[src/logic/twst_cfg.svh]
// constants for the two-wire slave-transmitter status block
//
// Overview of operation
// - own address read acked gives status a8
// - arbitration lost then read-addressed gives b0
// - byte sent and acked gives status b8
// - byte sent and not acked gives c0
// - final byte acked anyway gives c8
// - unaddressed state recognises address only with ack_enable
// - pending start request sent once bus frees
// - flag clear means status f8
// - status f8 needs no software action
// - misplaced start or stop gives status 00
// - bus error sets the interrupt flag
// - recovery releases lines, clears stop, no stop
// - master keeps bus across repeated start
// - own address upper seven, bit zero general-call
// - after final byte master reads all ones
// - status code upper five, prescaler lowest two
`ifndef TWST_CFG_SVH
`define TWST_CFG_SVH

`define TWST_ST_OWN_READ   8'ha8
`define TWST_ST_ARB_READ   8'hb0
`define TWST_ST_TX_ACK     8'hb8
`define TWST_ST_TX_NACK    8'hc0
`define TWST_ST_LAST_ACK   8'hc8
`define TWST_ST_NO_INFO    8'hf8
`define TWST_ST_BUS_ERROR  8'h00
`define TWST_BYTE_BITS     4'h8
`define TWST_IDLE_BYTE     8'hff
`define TWST_CLK_MHZ       20
`define TWST_START_HOLD_NS 4000
`define TWST_FIFO_DEPTH    8

`endif

[src/logic/twst_pkg.sv]
// types shared by the slave-transmitter block
`default_nettype none
package twst_pkg;
    typedef enum logic [3:0] {
        S_IDLE,
        S_ADDR,
        S_ADDR_ACK,
        S_WAIT_SW,
        S_TX,
        S_TX_ACK,
        S_BERR,
        S_GEN_START
    } twst_state_t;
endpackage
`default_nettype wire

[src/logic/twst_stream_if.sv]
// byte stream carrier between the data fifo and the serial core
`default_nettype none
interface twst_stream_if #(parameter int WIDTH = 8);
    logic             valid;
    logic             ready;
    logic [WIDTH-1:0] data;
    modport src (output valid, output data, input ready);
    modport snk (input valid, input data, output ready);
endinterface
`default_nettype wire

[src/logic/twst_fifo.sv]
// flip-flop fifo holding bytes queued for transmission
`default_nettype none
module twst_fifo #(
    parameter int WIDTH = 8,
    parameter int DEPTH = 8
) (
    // clock and reset
    input  wire logic             ref_clk,
    input  wire logic             rst,
    // filling side
    input  wire logic             in_valid,
    output logic                  in_ready,
    input  wire logic [WIDTH-1:0] in_data,
    // draining side
    twst_stream_if.src            out
);
    localparam int AW = $clog2(DEPTH);
    localparam int CW = $clog2(DEPTH + 1);

    logic [WIDTH-1:0] mem_reg [DEPTH];
    logic [AW-1:0]    wr_reg;
    logic [AW-1:0]    rd_reg;
    logic [CW-1:0]    cnt_reg;
    logic             push;
    logic             pop;

    assign in_ready  = (cnt_reg != CW'(DEPTH));
    assign out.valid = (cnt_reg != '0);
    assign out.data  = mem_reg[rd_reg];
    assign push      = in_valid && in_ready;
    assign pop       = out.valid && out.ready;

    always_ff @(posedge ref_clk) begin
        if (push) begin
            mem_reg[wr_reg] <= in_data;
        end
    end

    // pointers wrap by hand so depth need not be a power of two
    always_ff @(posedge ref_clk or posedge rst) begin
        if (rst) begin
            wr_reg  <= '0;
            rd_reg  <= '0;
            cnt_reg <= '0;
        end else begin
            if (push) begin
                wr_reg <= (wr_reg == AW'(DEPTH - 1)) ? '0 : wr_reg + 1'b1;
            end
            if (pop) begin
                rd_reg <= (rd_reg == AW'(DEPTH - 1)) ? '0 : rd_reg + 1'b1;
            end
            if (push && !pop) begin
                cnt_reg <= cnt_reg + 1'b1;
            end else if (pop && !push) begin
                cnt_reg <= cnt_reg - 1'b1;
            end
        end
    end
endmodule
`default_nettype wire

[src/logic/twst_slave_tx.sv]
// two-wire slave transmitter with status reporting and bus error recovery
`include "twst_cfg.svh"
`default_nettype none
module twst_slave_tx #(
    parameter int DEPTH         = `TWST_FIFO_DEPTH,
    parameter int START_HOLD_NS = `TWST_START_HOLD_NS
) (
    // clock and reset
    input  wire logic       ref_clk,
    input  wire logic       rst,
    // serial bus, open drain
    input  wire logic       scl_in,
    output logic            scl_out,
    output logic            scl_oe,
    input  wire logic       sda_in,
    output logic            sda_out,
    output logic            sda_oe,
    // data register path
    input  wire logic       tx_valid,
    output logic            tx_ready,
    input  wire logic [7:0] tx_data,
    // control register write
    input  wire logic       ctrl_wr,
    input  wire logic       int_flag_clear,
    input  wire logic       ack_enable_wr,
    input  wire logic       start_request_wr,
    input  wire logic       stop_request_wr,
    // configuration
    input  wire logic [7:0] own_address_register,
    input  wire logic [1:0] prescaler,
    input  wire logic       arb_lost_addr,
    // status
    output logic [7:0]      status_register,
    output logic            interrupt_flag,
    output logic            ack_enable,
    output logic            start_request,
    output logic            stop_request,
    output logic            bus_owned,
    output logic            start_sent
);
    localparam int HOLD_CYC = (START_HOLD_NS * `TWST_CLK_MHZ + 999) / 1000;
    localparam int HW       = $clog2(HOLD_CYC + 1);

    twst_stream_if #(.WIDTH(8)) pop_if ();

    twst_fifo #(.WIDTH(8), .DEPTH(DEPTH)) u_fifo (
        .ref_clk  (ref_clk),
        .rst      (rst),
        .in_valid (tx_valid),
        .in_ready (tx_ready),
        .in_data  (tx_data),
        .out      (pop_if.src)
    );

    twst_pkg::twst_state_t state_reg;
    logic [3:0]            bit_reg;
    logic [7:0]            shift_reg;
    logic [7:0]            code_reg;
    logic [HW-1:0]         hold_reg;
    logic scl_s1, scl_s2, scl_d;
    logic sda_s1, sda_s2, sda_d;
    logic flag_reg, ack_en_reg, start_reg, stop_reg;
    logic ack_phase_reg, got_ack_reg, last_reg, arb_reg;
    logic busy_reg, owned_reg, start_pend_reg, start_sent_reg;
    logic scl_rise, scl_fall, start_det, stop_det, illegal;
    logic clr, recover, addr_done, tx_done, load_code, in_frame;

    ////////////////////////////////////////////////////////////////////////////
    // pin sampling and bus conditions

    always_ff @(posedge ref_clk or posedge rst) begin
        if (rst) begin
            {scl_s1, scl_s2, scl_d} <= 3'h7;
            {sda_s1, sda_s2, sda_d} <= 3'h7;
        end else begin
            {scl_s1, scl_s2, scl_d} <= {scl_in, scl_s1, scl_s2};
            {sda_s1, sda_s2, sda_d} <= {sda_in, sda_s1, sda_s2};
        end
    end

    assign scl_rise  = scl_s2 && !scl_d;
    assign scl_fall  = !scl_s2 && scl_d;
    assign start_det = scl_s2 && scl_d && sda_d && !sda_s2;
    assign stop_det  = scl_s2 && scl_d && !sda_d && sda_s2;
    assign in_frame  = ((state_reg == twst_pkg::S_ADDR || state_reg == twst_pkg::S_TX)
                        && bit_reg != 4'h0)
                       || state_reg == twst_pkg::S_ADDR_ACK
                       || state_reg == twst_pkg::S_TX_ACK;
    assign illegal   = (start_det || stop_det) && in_frame;

    // upper seven bits address, bit zero general call; read only
    function automatic logic addr_hit(input logic [7:0] b, input logic [7:0] own,
                                      input logic en);
        addr_hit = en && b[0] && ((b[7:1] == own[7:1])
                   || (b[7:1] == 7'h00 && own[0]));
    endfunction

    ////////////////////////////////////////////////////////////////////////////
    // control bits

    assign recover   = state_reg == twst_pkg::S_BERR && ctrl_wr && int_flag_clear
                       && stop_request_wr;
    assign clr       = ctrl_wr && int_flag_clear && flag_reg
                       && (state_reg != twst_pkg::S_BERR || stop_request_wr);
    assign addr_done = state_reg == twst_pkg::S_ADDR_ACK && scl_fall && ack_phase_reg;
    assign tx_done   = state_reg == twst_pkg::S_TX_ACK && scl_fall && ack_phase_reg;
    assign load_code = code_reg == `TWST_ST_OWN_READ || code_reg == `TWST_ST_ARB_READ
                       || code_reg == `TWST_ST_TX_ACK;

    always_ff @(posedge ref_clk or posedge rst) begin
        if (rst) begin
            ack_en_reg <= 1'b0;
            start_reg  <= 1'b0;
            stop_reg   <= 1'b0;
        end else begin
            if (ctrl_wr) begin
                ack_en_reg <= ack_enable_wr;
                start_reg  <= start_request_wr;
            end
            if (recover) begin
                stop_reg <= 1'b0;
            end else if (ctrl_wr) begin
                stop_reg <= stop_request_wr;
            end
        end
    end

    // a setting event wins over a clear in the same cycle
    always_ff @(posedge ref_clk or posedge rst) begin
        if (rst) begin
            flag_reg <= 1'b0;
            code_reg <= `TWST_ST_NO_INFO;
        end else if (illegal) begin
            flag_reg <= 1'b1;
            code_reg <= `TWST_ST_BUS_ERROR;
        end else if (addr_done) begin
            flag_reg <= 1'b1;
            code_reg <= arb_reg ? `TWST_ST_ARB_READ : `TWST_ST_OWN_READ;
        end else if (tx_done) begin
            flag_reg <= 1'b1;
            code_reg <= !got_ack_reg ? `TWST_ST_TX_NACK :
                        last_reg ? `TWST_ST_LAST_ACK : `TWST_ST_TX_ACK;
        end else if (clr) begin
            flag_reg <= 1'b0;
        end
    end

    ////////////////////////////////////////////////////////////////////////////
    // serial state machine

    always_ff @(posedge ref_clk or posedge rst) begin
        if (rst) begin
            state_reg     <= twst_pkg::S_IDLE;
            bit_reg       <= 4'h0;
            shift_reg     <= `TWST_IDLE_BYTE;
            ack_phase_reg <= 1'b0;
            got_ack_reg   <= 1'b0;
            last_reg      <= 1'b0;
            hold_reg      <= '0;
        end else if (illegal) begin
            state_reg <= twst_pkg::S_BERR;
        end else if (start_det && state_reg != twst_pkg::S_GEN_START
                     && state_reg != twst_pkg::S_BERR) begin
            state_reg <= twst_pkg::S_ADDR;
            bit_reg   <= 4'h0;
        end else if (stop_det && state_reg != twst_pkg::S_GEN_START
                     && state_reg != twst_pkg::S_BERR) begin
            state_reg <= twst_pkg::S_IDLE;
        end else begin
            case (state_reg)
                twst_pkg::S_IDLE: begin
                    if (start_pend_reg && !busy_reg) begin
                        state_reg <= twst_pkg::S_GEN_START;
                        hold_reg  <= '0;
                    end
                end
                twst_pkg::S_ADDR: begin
                    if (scl_rise) begin
                        shift_reg <= {shift_reg[6:0], sda_s2};
                        bit_reg   <= bit_reg + 4'h1;
                    end else if (scl_fall && bit_reg == `TWST_BYTE_BITS) begin
                        ack_phase_reg <= 1'b0;
                        state_reg     <= addr_hit(shift_reg, own_address_register, ack_en_reg)
                                         ? twst_pkg::S_ADDR_ACK : twst_pkg::S_IDLE;
                    end
                end
                twst_pkg::S_ADDR_ACK: begin
                    if (scl_rise) begin
                        ack_phase_reg <= 1'b1;
                    end else if (addr_done) begin
                        state_reg <= twst_pkg::S_WAIT_SW;
                    end
                end
                twst_pkg::S_WAIT_SW: begin
                    if (clr && load_code) begin
                        // an empty queue sends ones rather than stalling the bus
                        shift_reg <= pop_if.valid ? pop_if.data : `TWST_IDLE_BYTE;
                        last_reg  <= !ack_enable_wr;
                        bit_reg   <= 4'h0;
                        state_reg <= twst_pkg::S_TX;
                    end else if (clr) begin
                        state_reg <= twst_pkg::S_IDLE;
                    end
                end
                twst_pkg::S_TX: begin
                    if (scl_rise) begin
                        bit_reg <= bit_reg + 4'h1;
                    end else if (scl_fall && bit_reg == `TWST_BYTE_BITS) begin
                        ack_phase_reg <= 1'b0;
                        state_reg     <= twst_pkg::S_TX_ACK;
                    end else if (scl_fall) begin
                        shift_reg <= {shift_reg[6:0], 1'b1};
                    end
                end
                twst_pkg::S_TX_ACK: begin
                    if (scl_rise) begin
                        got_ack_reg   <= !sda_s2;
                        ack_phase_reg <= 1'b1;
                    end else if (tx_done) begin
                        state_reg <= twst_pkg::S_WAIT_SW;
                    end
                end
                twst_pkg::S_BERR: begin
                    if (recover) begin
                        state_reg <= twst_pkg::S_IDLE;
                    end
                end
                twst_pkg::S_GEN_START: begin
                    if (hold_reg == HW'(HOLD_CYC - 1)) begin
                        state_reg <= twst_pkg::S_ADDR;
                        bit_reg   <= 4'h0;
                    end else begin
                        hold_reg <= hold_reg + 1'b1;
                    end
                end
                default: begin
                    state_reg <= twst_pkg::S_IDLE;
                end
            endcase
        end
    end

    ////////////////////////////////////////////////////////////////////////////
    // bus ownership, arbitration memory, start requests

    always_ff @(posedge ref_clk or posedge rst) begin
        if (rst) begin
            busy_reg <= 1'b0;
        end else if (start_det) begin
            busy_reg <= 1'b1;
        end else if (stop_det || recover) begin
            busy_reg <= 1'b0;
        end
    end

    // a repeated start does not end ownership, only a stop or bus error recovery does
    always_ff @(posedge ref_clk or posedge rst) begin
        if (rst) begin
            owned_reg <= 1'b0;
        end else if (start_sent_reg) begin
            owned_reg <= 1'b1;
        end else if (stop_det || recover) begin
            owned_reg <= 1'b0;
        end
    end

    always_ff @(posedge ref_clk or posedge rst) begin
        if (rst) begin
            arb_reg <= 1'b0;
        end else if (arb_lost_addr) begin
            arb_reg <= 1'b1;
        end else if (addr_done || stop_det) begin
            arb_reg <= 1'b0;
        end
    end

    always_ff @(posedge ref_clk or posedge rst) begin
        if (rst) begin
            start_pend_reg <= 1'b0;
            start_sent_reg <= 1'b0;
        end else begin
            start_sent_reg <= state_reg == twst_pkg::S_GEN_START
                              && hold_reg == HW'(HOLD_CYC - 1) && !illegal;
            if (state_reg == twst_pkg::S_WAIT_SW && clr && !load_code && start_request_wr) begin
                start_pend_reg <= 1'b1;
            end else if (state_reg == twst_pkg::S_GEN_START) begin
                start_pend_reg <= 1'b0;
            end
        end
    end

    ////////////////////////////////////////////////////////////////////////////
    // outputs

    assign pop_if.ready    = state_reg == twst_pkg::S_WAIT_SW && clr && load_code;
    assign scl_out         = 1'b0;
    assign sda_out         = 1'b0;
    assign scl_oe          = state_reg == twst_pkg::S_WAIT_SW;
    assign sda_oe          = state_reg == twst_pkg::S_ADDR_ACK
                             || state_reg == twst_pkg::S_GEN_START
                             || (state_reg == twst_pkg::S_TX && !shift_reg[7]);
    assign status_register = {flag_reg ? code_reg[7:3] : 5'(`TWST_ST_NO_INFO >> 3),
                              1'b0, prescaler};
    assign interrupt_flag  = flag_reg;
    assign ack_enable      = ack_en_reg;
    assign start_request   = start_reg;
    assign stop_request    = stop_reg;
    assign bus_owned       = owned_reg;
    assign start_sent      = start_sent_reg;
endmodule
`default_nettype wire

[config.mk]
export PLATFORM = sky130hd
export DESIGN_NAME = twst_slave_tx
export DESIGN_NICKNAME = d
export VERILOG_FILES = /design/src/logic/twst_pkg.sv /design/src/logic/twst_stream_if.sv /design/src/logic/twst_fifo.sv /design/src/logic/twst_slave_tx.sv
export VERILOG_INCLUDE_DIRS = /design/src /design/src/logic
export SDC_FILE = /design/constraint.sdc
export NUM_CORES = 1
export LEC_CHECK = 0
export BUFFER_PORTS_ARGS = -buffer_cell sky130_fd_sc_hd__buf_2
export CAP_MARGIN = 30
export CORE_ASPECT_RATIO = 0.75
export CORE_MARGIN = 5
export CORE_UTILIZATION = 45
export DETAILED_ROUTE_END_ITERATION = 6
export PLACE_DENSITY = 0.69
export SYNTH_ARGS = -nofsm -noshare
export SYNTH_HDL_FRONTEND = slang
export SYNTH_SLANG_ARGS = --single-unit
[constraint.sdc]
create_clock -name ref_clk -period 9.3 [get_ports ref_clk]
set_clock_uncertainty 0.2 [all_clocks]
set_input_delay 1.86 -clock ref_clk [delete_from_list [all_inputs] [get_ports ref_clk]]
set_output_delay 1.86 -clock ref_clk [all_outputs]
set_load 0.01 [all_outputs]
==> results.ini <==
[detailed_routing]
ant_nets = 0
route.detailed.drc = 0
first_pass_iters = 7
num_vias = 3766
wirelength_mm = 12.4
post_drt_wl_per_cell_um = 18.6
drtIter0Drc = 309
viasPerCell = 5.65

[floorplan]
initial_core_util = 0.461
pin_count = 48
die_h_um = 107
die_area_sq_um = 15000
core_sq_um = 12300
rows = 35
die_w_um = 140

[cts]
cts_buffers = 17
cts_resized = 0
post_cts_buffers = 0
worstSkewPairLatency_ps = 410
clk_root_buffer_cell = clkbuf_16
hold_buffers = 0
cts_tree = built
cts.reportedPaths.clkPinSlew_ps = 60
cts.htree.levels = 4
clk_path_buf_depth = 2
clkSinkCount = 119

[critical_path]
crit_type = primary input to flip-flop
regToRegSetupSlack_ps = 5400
worst_setup_path_start_kind = primary input
slowest_stage = nor4b_1
r2r-start = state_reg[0]$_DFFE_PP0P_
endpoint_kind = flip-flop
cp_top_family = compound AO/OA/AOI/OAI gates
setup.worst_path.start = ctrl_wr
arrival_ps = 4290
cp.required_ps = 9390
critical_path.cell_chain = buf_2, nand3_1, nor4b_1, o41ai_1, ha_1, inv_1, ha_1, a21o_1, a21oi_1, xnor2_1, nor2_1, xnor2_1
critPathMaxStageDelay_ps = 480
path_buf_inv = 2
crit_path_max_fanout = 8

[yosys]
async_flop_share = 0.462
synth-seq-cells = 119
yosysWarnings = 0
syn_area_per_cell_sq_um = 12.9
ys_seq_area_frac = 0.585
muxShareOfSynthArea = 0.115
synth-edff-count = 64
syn-cell-area_sq_um = 5680
synthSimpleGateAreaFrac = 0.124
synth-adder-area-share = 0.0273
synth_compound_area_frac = 0.0994
synth_cells = 440
synth_xor_area_frac = 0.0201
ys.flop_type = edfxtp_1
synth_top_family_by_area = simple AND/OR/NAND/NOR gates
synth_cell_types = 69

[final_layout]
largest_reg_flops = 64
antenna_cells = 0
drive_gt1_frac = 0.276
area_growth_pct = 16.7
nets = 527
final_core_utilization = 0.539

[timing]
hold_viol_final = 0
period_minus_slack_ps = 4200
timing_worst_slew_pin_value_ps = 986
setup_viol = 0
timing.final.ws_setup_ps = 5100
slew_viol_final = 0
tns_ps = 0
period_share = 0.452
fmaxAchievable_ghz = 0.238
relSlewSlack = 0.334
rsz0062_at_grt = no

[global_route]
grt_pass1_vias = 3714
antenna_found_initial = 0
grt.total_usage = 0.174
grt.overflow.total = 0
grt_pass1_wl_mm = 20.3
grt_max_degree = 56

[power_and_ir_drop]
p_leak_nw = 2.61
vdd.ir_drop.worst_mv = 0.161
total_power_mw = 1.73
p_per_area_nw_per_um2 = 260

[place]
place_ws_ps = 4660
finalWeightedCongestion = 0.900
portBuffers = 40
dp_hpwl_mm = 8.34

[job]
maxCapViolations = 0

[min_path]
hp-start = sda_s1$_DFF_PP1_
hold_path.class = flip-flop to flip-flop

[run_status]
status = completed

worst register-to-register path: cells and delay by family (launching register included):
kind / cells / cell delay, ps
xor gates and xnor gates: 2 / 260
DFF: 1 / 800
adders and majority gates: 2 / 560
buffers and inverters: 1 / 130
and+or+nand+nor: 3 / 1170
AOI/OAI and AO/OA: 3 / 670
layout make-up:
type	count	area (sq um)
repair buffers	45	238
flip-flops and latches	119	3320
clock inverters	15	156
inverters	16	60.1
clock buffers	17	425
fillers	983	5680
well taps	166	208
multi-input cells	288	2220
cell families (layout without fill, tap and decap cells):
family                   count (synthesis)  in the layout
AND/OR/NAND/NOR                        137            137
flip-flops                             119            119
AO/OA/AOI/OAI                           80             80
multiplexers                            43             43
buffers and inverters                   35             93
XOR/XNOR                                13             13
adder cells (fa/ha/maj)                 12             12
other                                    1              3
power by group:
part | switching [mW] | internal (mW) | total (mW)
clock network | 0.262 | 0.379 | 0.641
registers | 0.0851 | 0.628 | 0.713
logic | 0.194 | 0.178 | 0.372
total | 0.541 | 1.19 | 1.73
synth_stat cells, types with 3 or more instances:
| cell type | n | area, sq um |
|---|---|---|
| edfxtp_1 | 64 | 1920 |
| nand2_1 | 37 | 139 |
| dfrtp_1 | 36 | 901 |
| nor2_1 | 29 | 109 |
| dfstp_2 | 19 | 499 |
| o21ai_0 | 17 | 85.1 |
| inv_1 | 16 | 60.1 |
| mux4_2 | 16 | 360 |
| a21oi_1 | 15 | 75.1 |
| mux2_2 | 14 | 158 |
| mux2i_1 | 12 | 120 |
| nor3_1 | 12 | 60.1 |
| nand3_1 | 11 | 55.1 |
| ha_1 | 10 | 125 |
| nand2b_1 | 10 | 62.6 |
| xnor2_1 | 9 | 78.8 |
| clkbuf_1 | 8 | 30.0 |
| and3_1 | 5 | 31.3 |
| buf_4 | 5 | 37.5 |
| a221o_1 | 4 | 40.0 |
| and3b_1 | 4 | 35.0 |
| nor2b_1 | 4 | 25.0 |
| nor3b_1 | 4 | 30.0 |
| o21ai_1 | 4 | 20.0 |
| o22ai_1 | 4 | 25.0 |
| o31ai_1 | 4 | 30.0 |
| xor2_1 | 4 | 35.0 |
| a21o_1 | 3 | 22.5 |
| a22o_1 | 3 | 26.3 |
| a31o_2 | 3 | 26.3 |
| and2_1 | 3 | 18.8 |
| buf_2 | 3 | 15.0 |
| nand4_1 | 3 | 18.8 |
| nor4_1 | 3 | 18.8 |
routing by layer:
| metal | up-vias | GRT usage | part of all wire |
|---|---|---|---|
| li1 | 1755 | - | - |
| met1 | 1869 | 0.255 | 0.48 |
| met2 | 131 | 0.260 | 0.45 |
| met3 | 11 | 0.0351 | 0.056 |
| met4 | 0 | 0.0609 | 0.013 |
| met5 | - | 0 | 0 |
cells in the final DEF (no fill, tap or decap), types with 11 or more instances in the layout:
cell type and count:
clkbuf_16 17, a21oi_1 15, dfstp_2 19, mux4_2 16, mux2_2 14, dfrtp_1 36
nand3_1 11, mux2i_1 12, inv_1 15, o21ai_0 17, nand2_1 37, edfxtp_1 64
buf_2 40, nor2_1 29
metrics by stage:
| stage | std cells | area (sq um) | hold slack [ps] |
|---|---|---|---|
| final | 666 | 6630 | 157 |
| after global routing | 666 | 6630 | 160 |
| after CTS | 666 | 6630 | 160 |
| after detailed placement | 634 | 6050 | 148 |
| after global placement | 633 | 6040 | 147 |
| after floorplan | 442 | 5690 | 145 |
worst paths after layout:
kind	depth (start not counted)	end
max	12	u_fifo.cnt_reg[3]$_DFFE_PP0P_
min	0	sda_s2$_DFF_PP1_
max reg2reg	11	u_fifo.cnt_reg[3]$_DFFE_PP0P_
min reg2reg	0	sda_s2$_DFF_PP1_
max in group asynchronous	3	interrupt_flag$_DFFE_PP0P_
min in group asynchronous	3	bit_reg[2]$_DFFE_PP0P_
No activity file was read; power rests on OpenSTA's default activity.
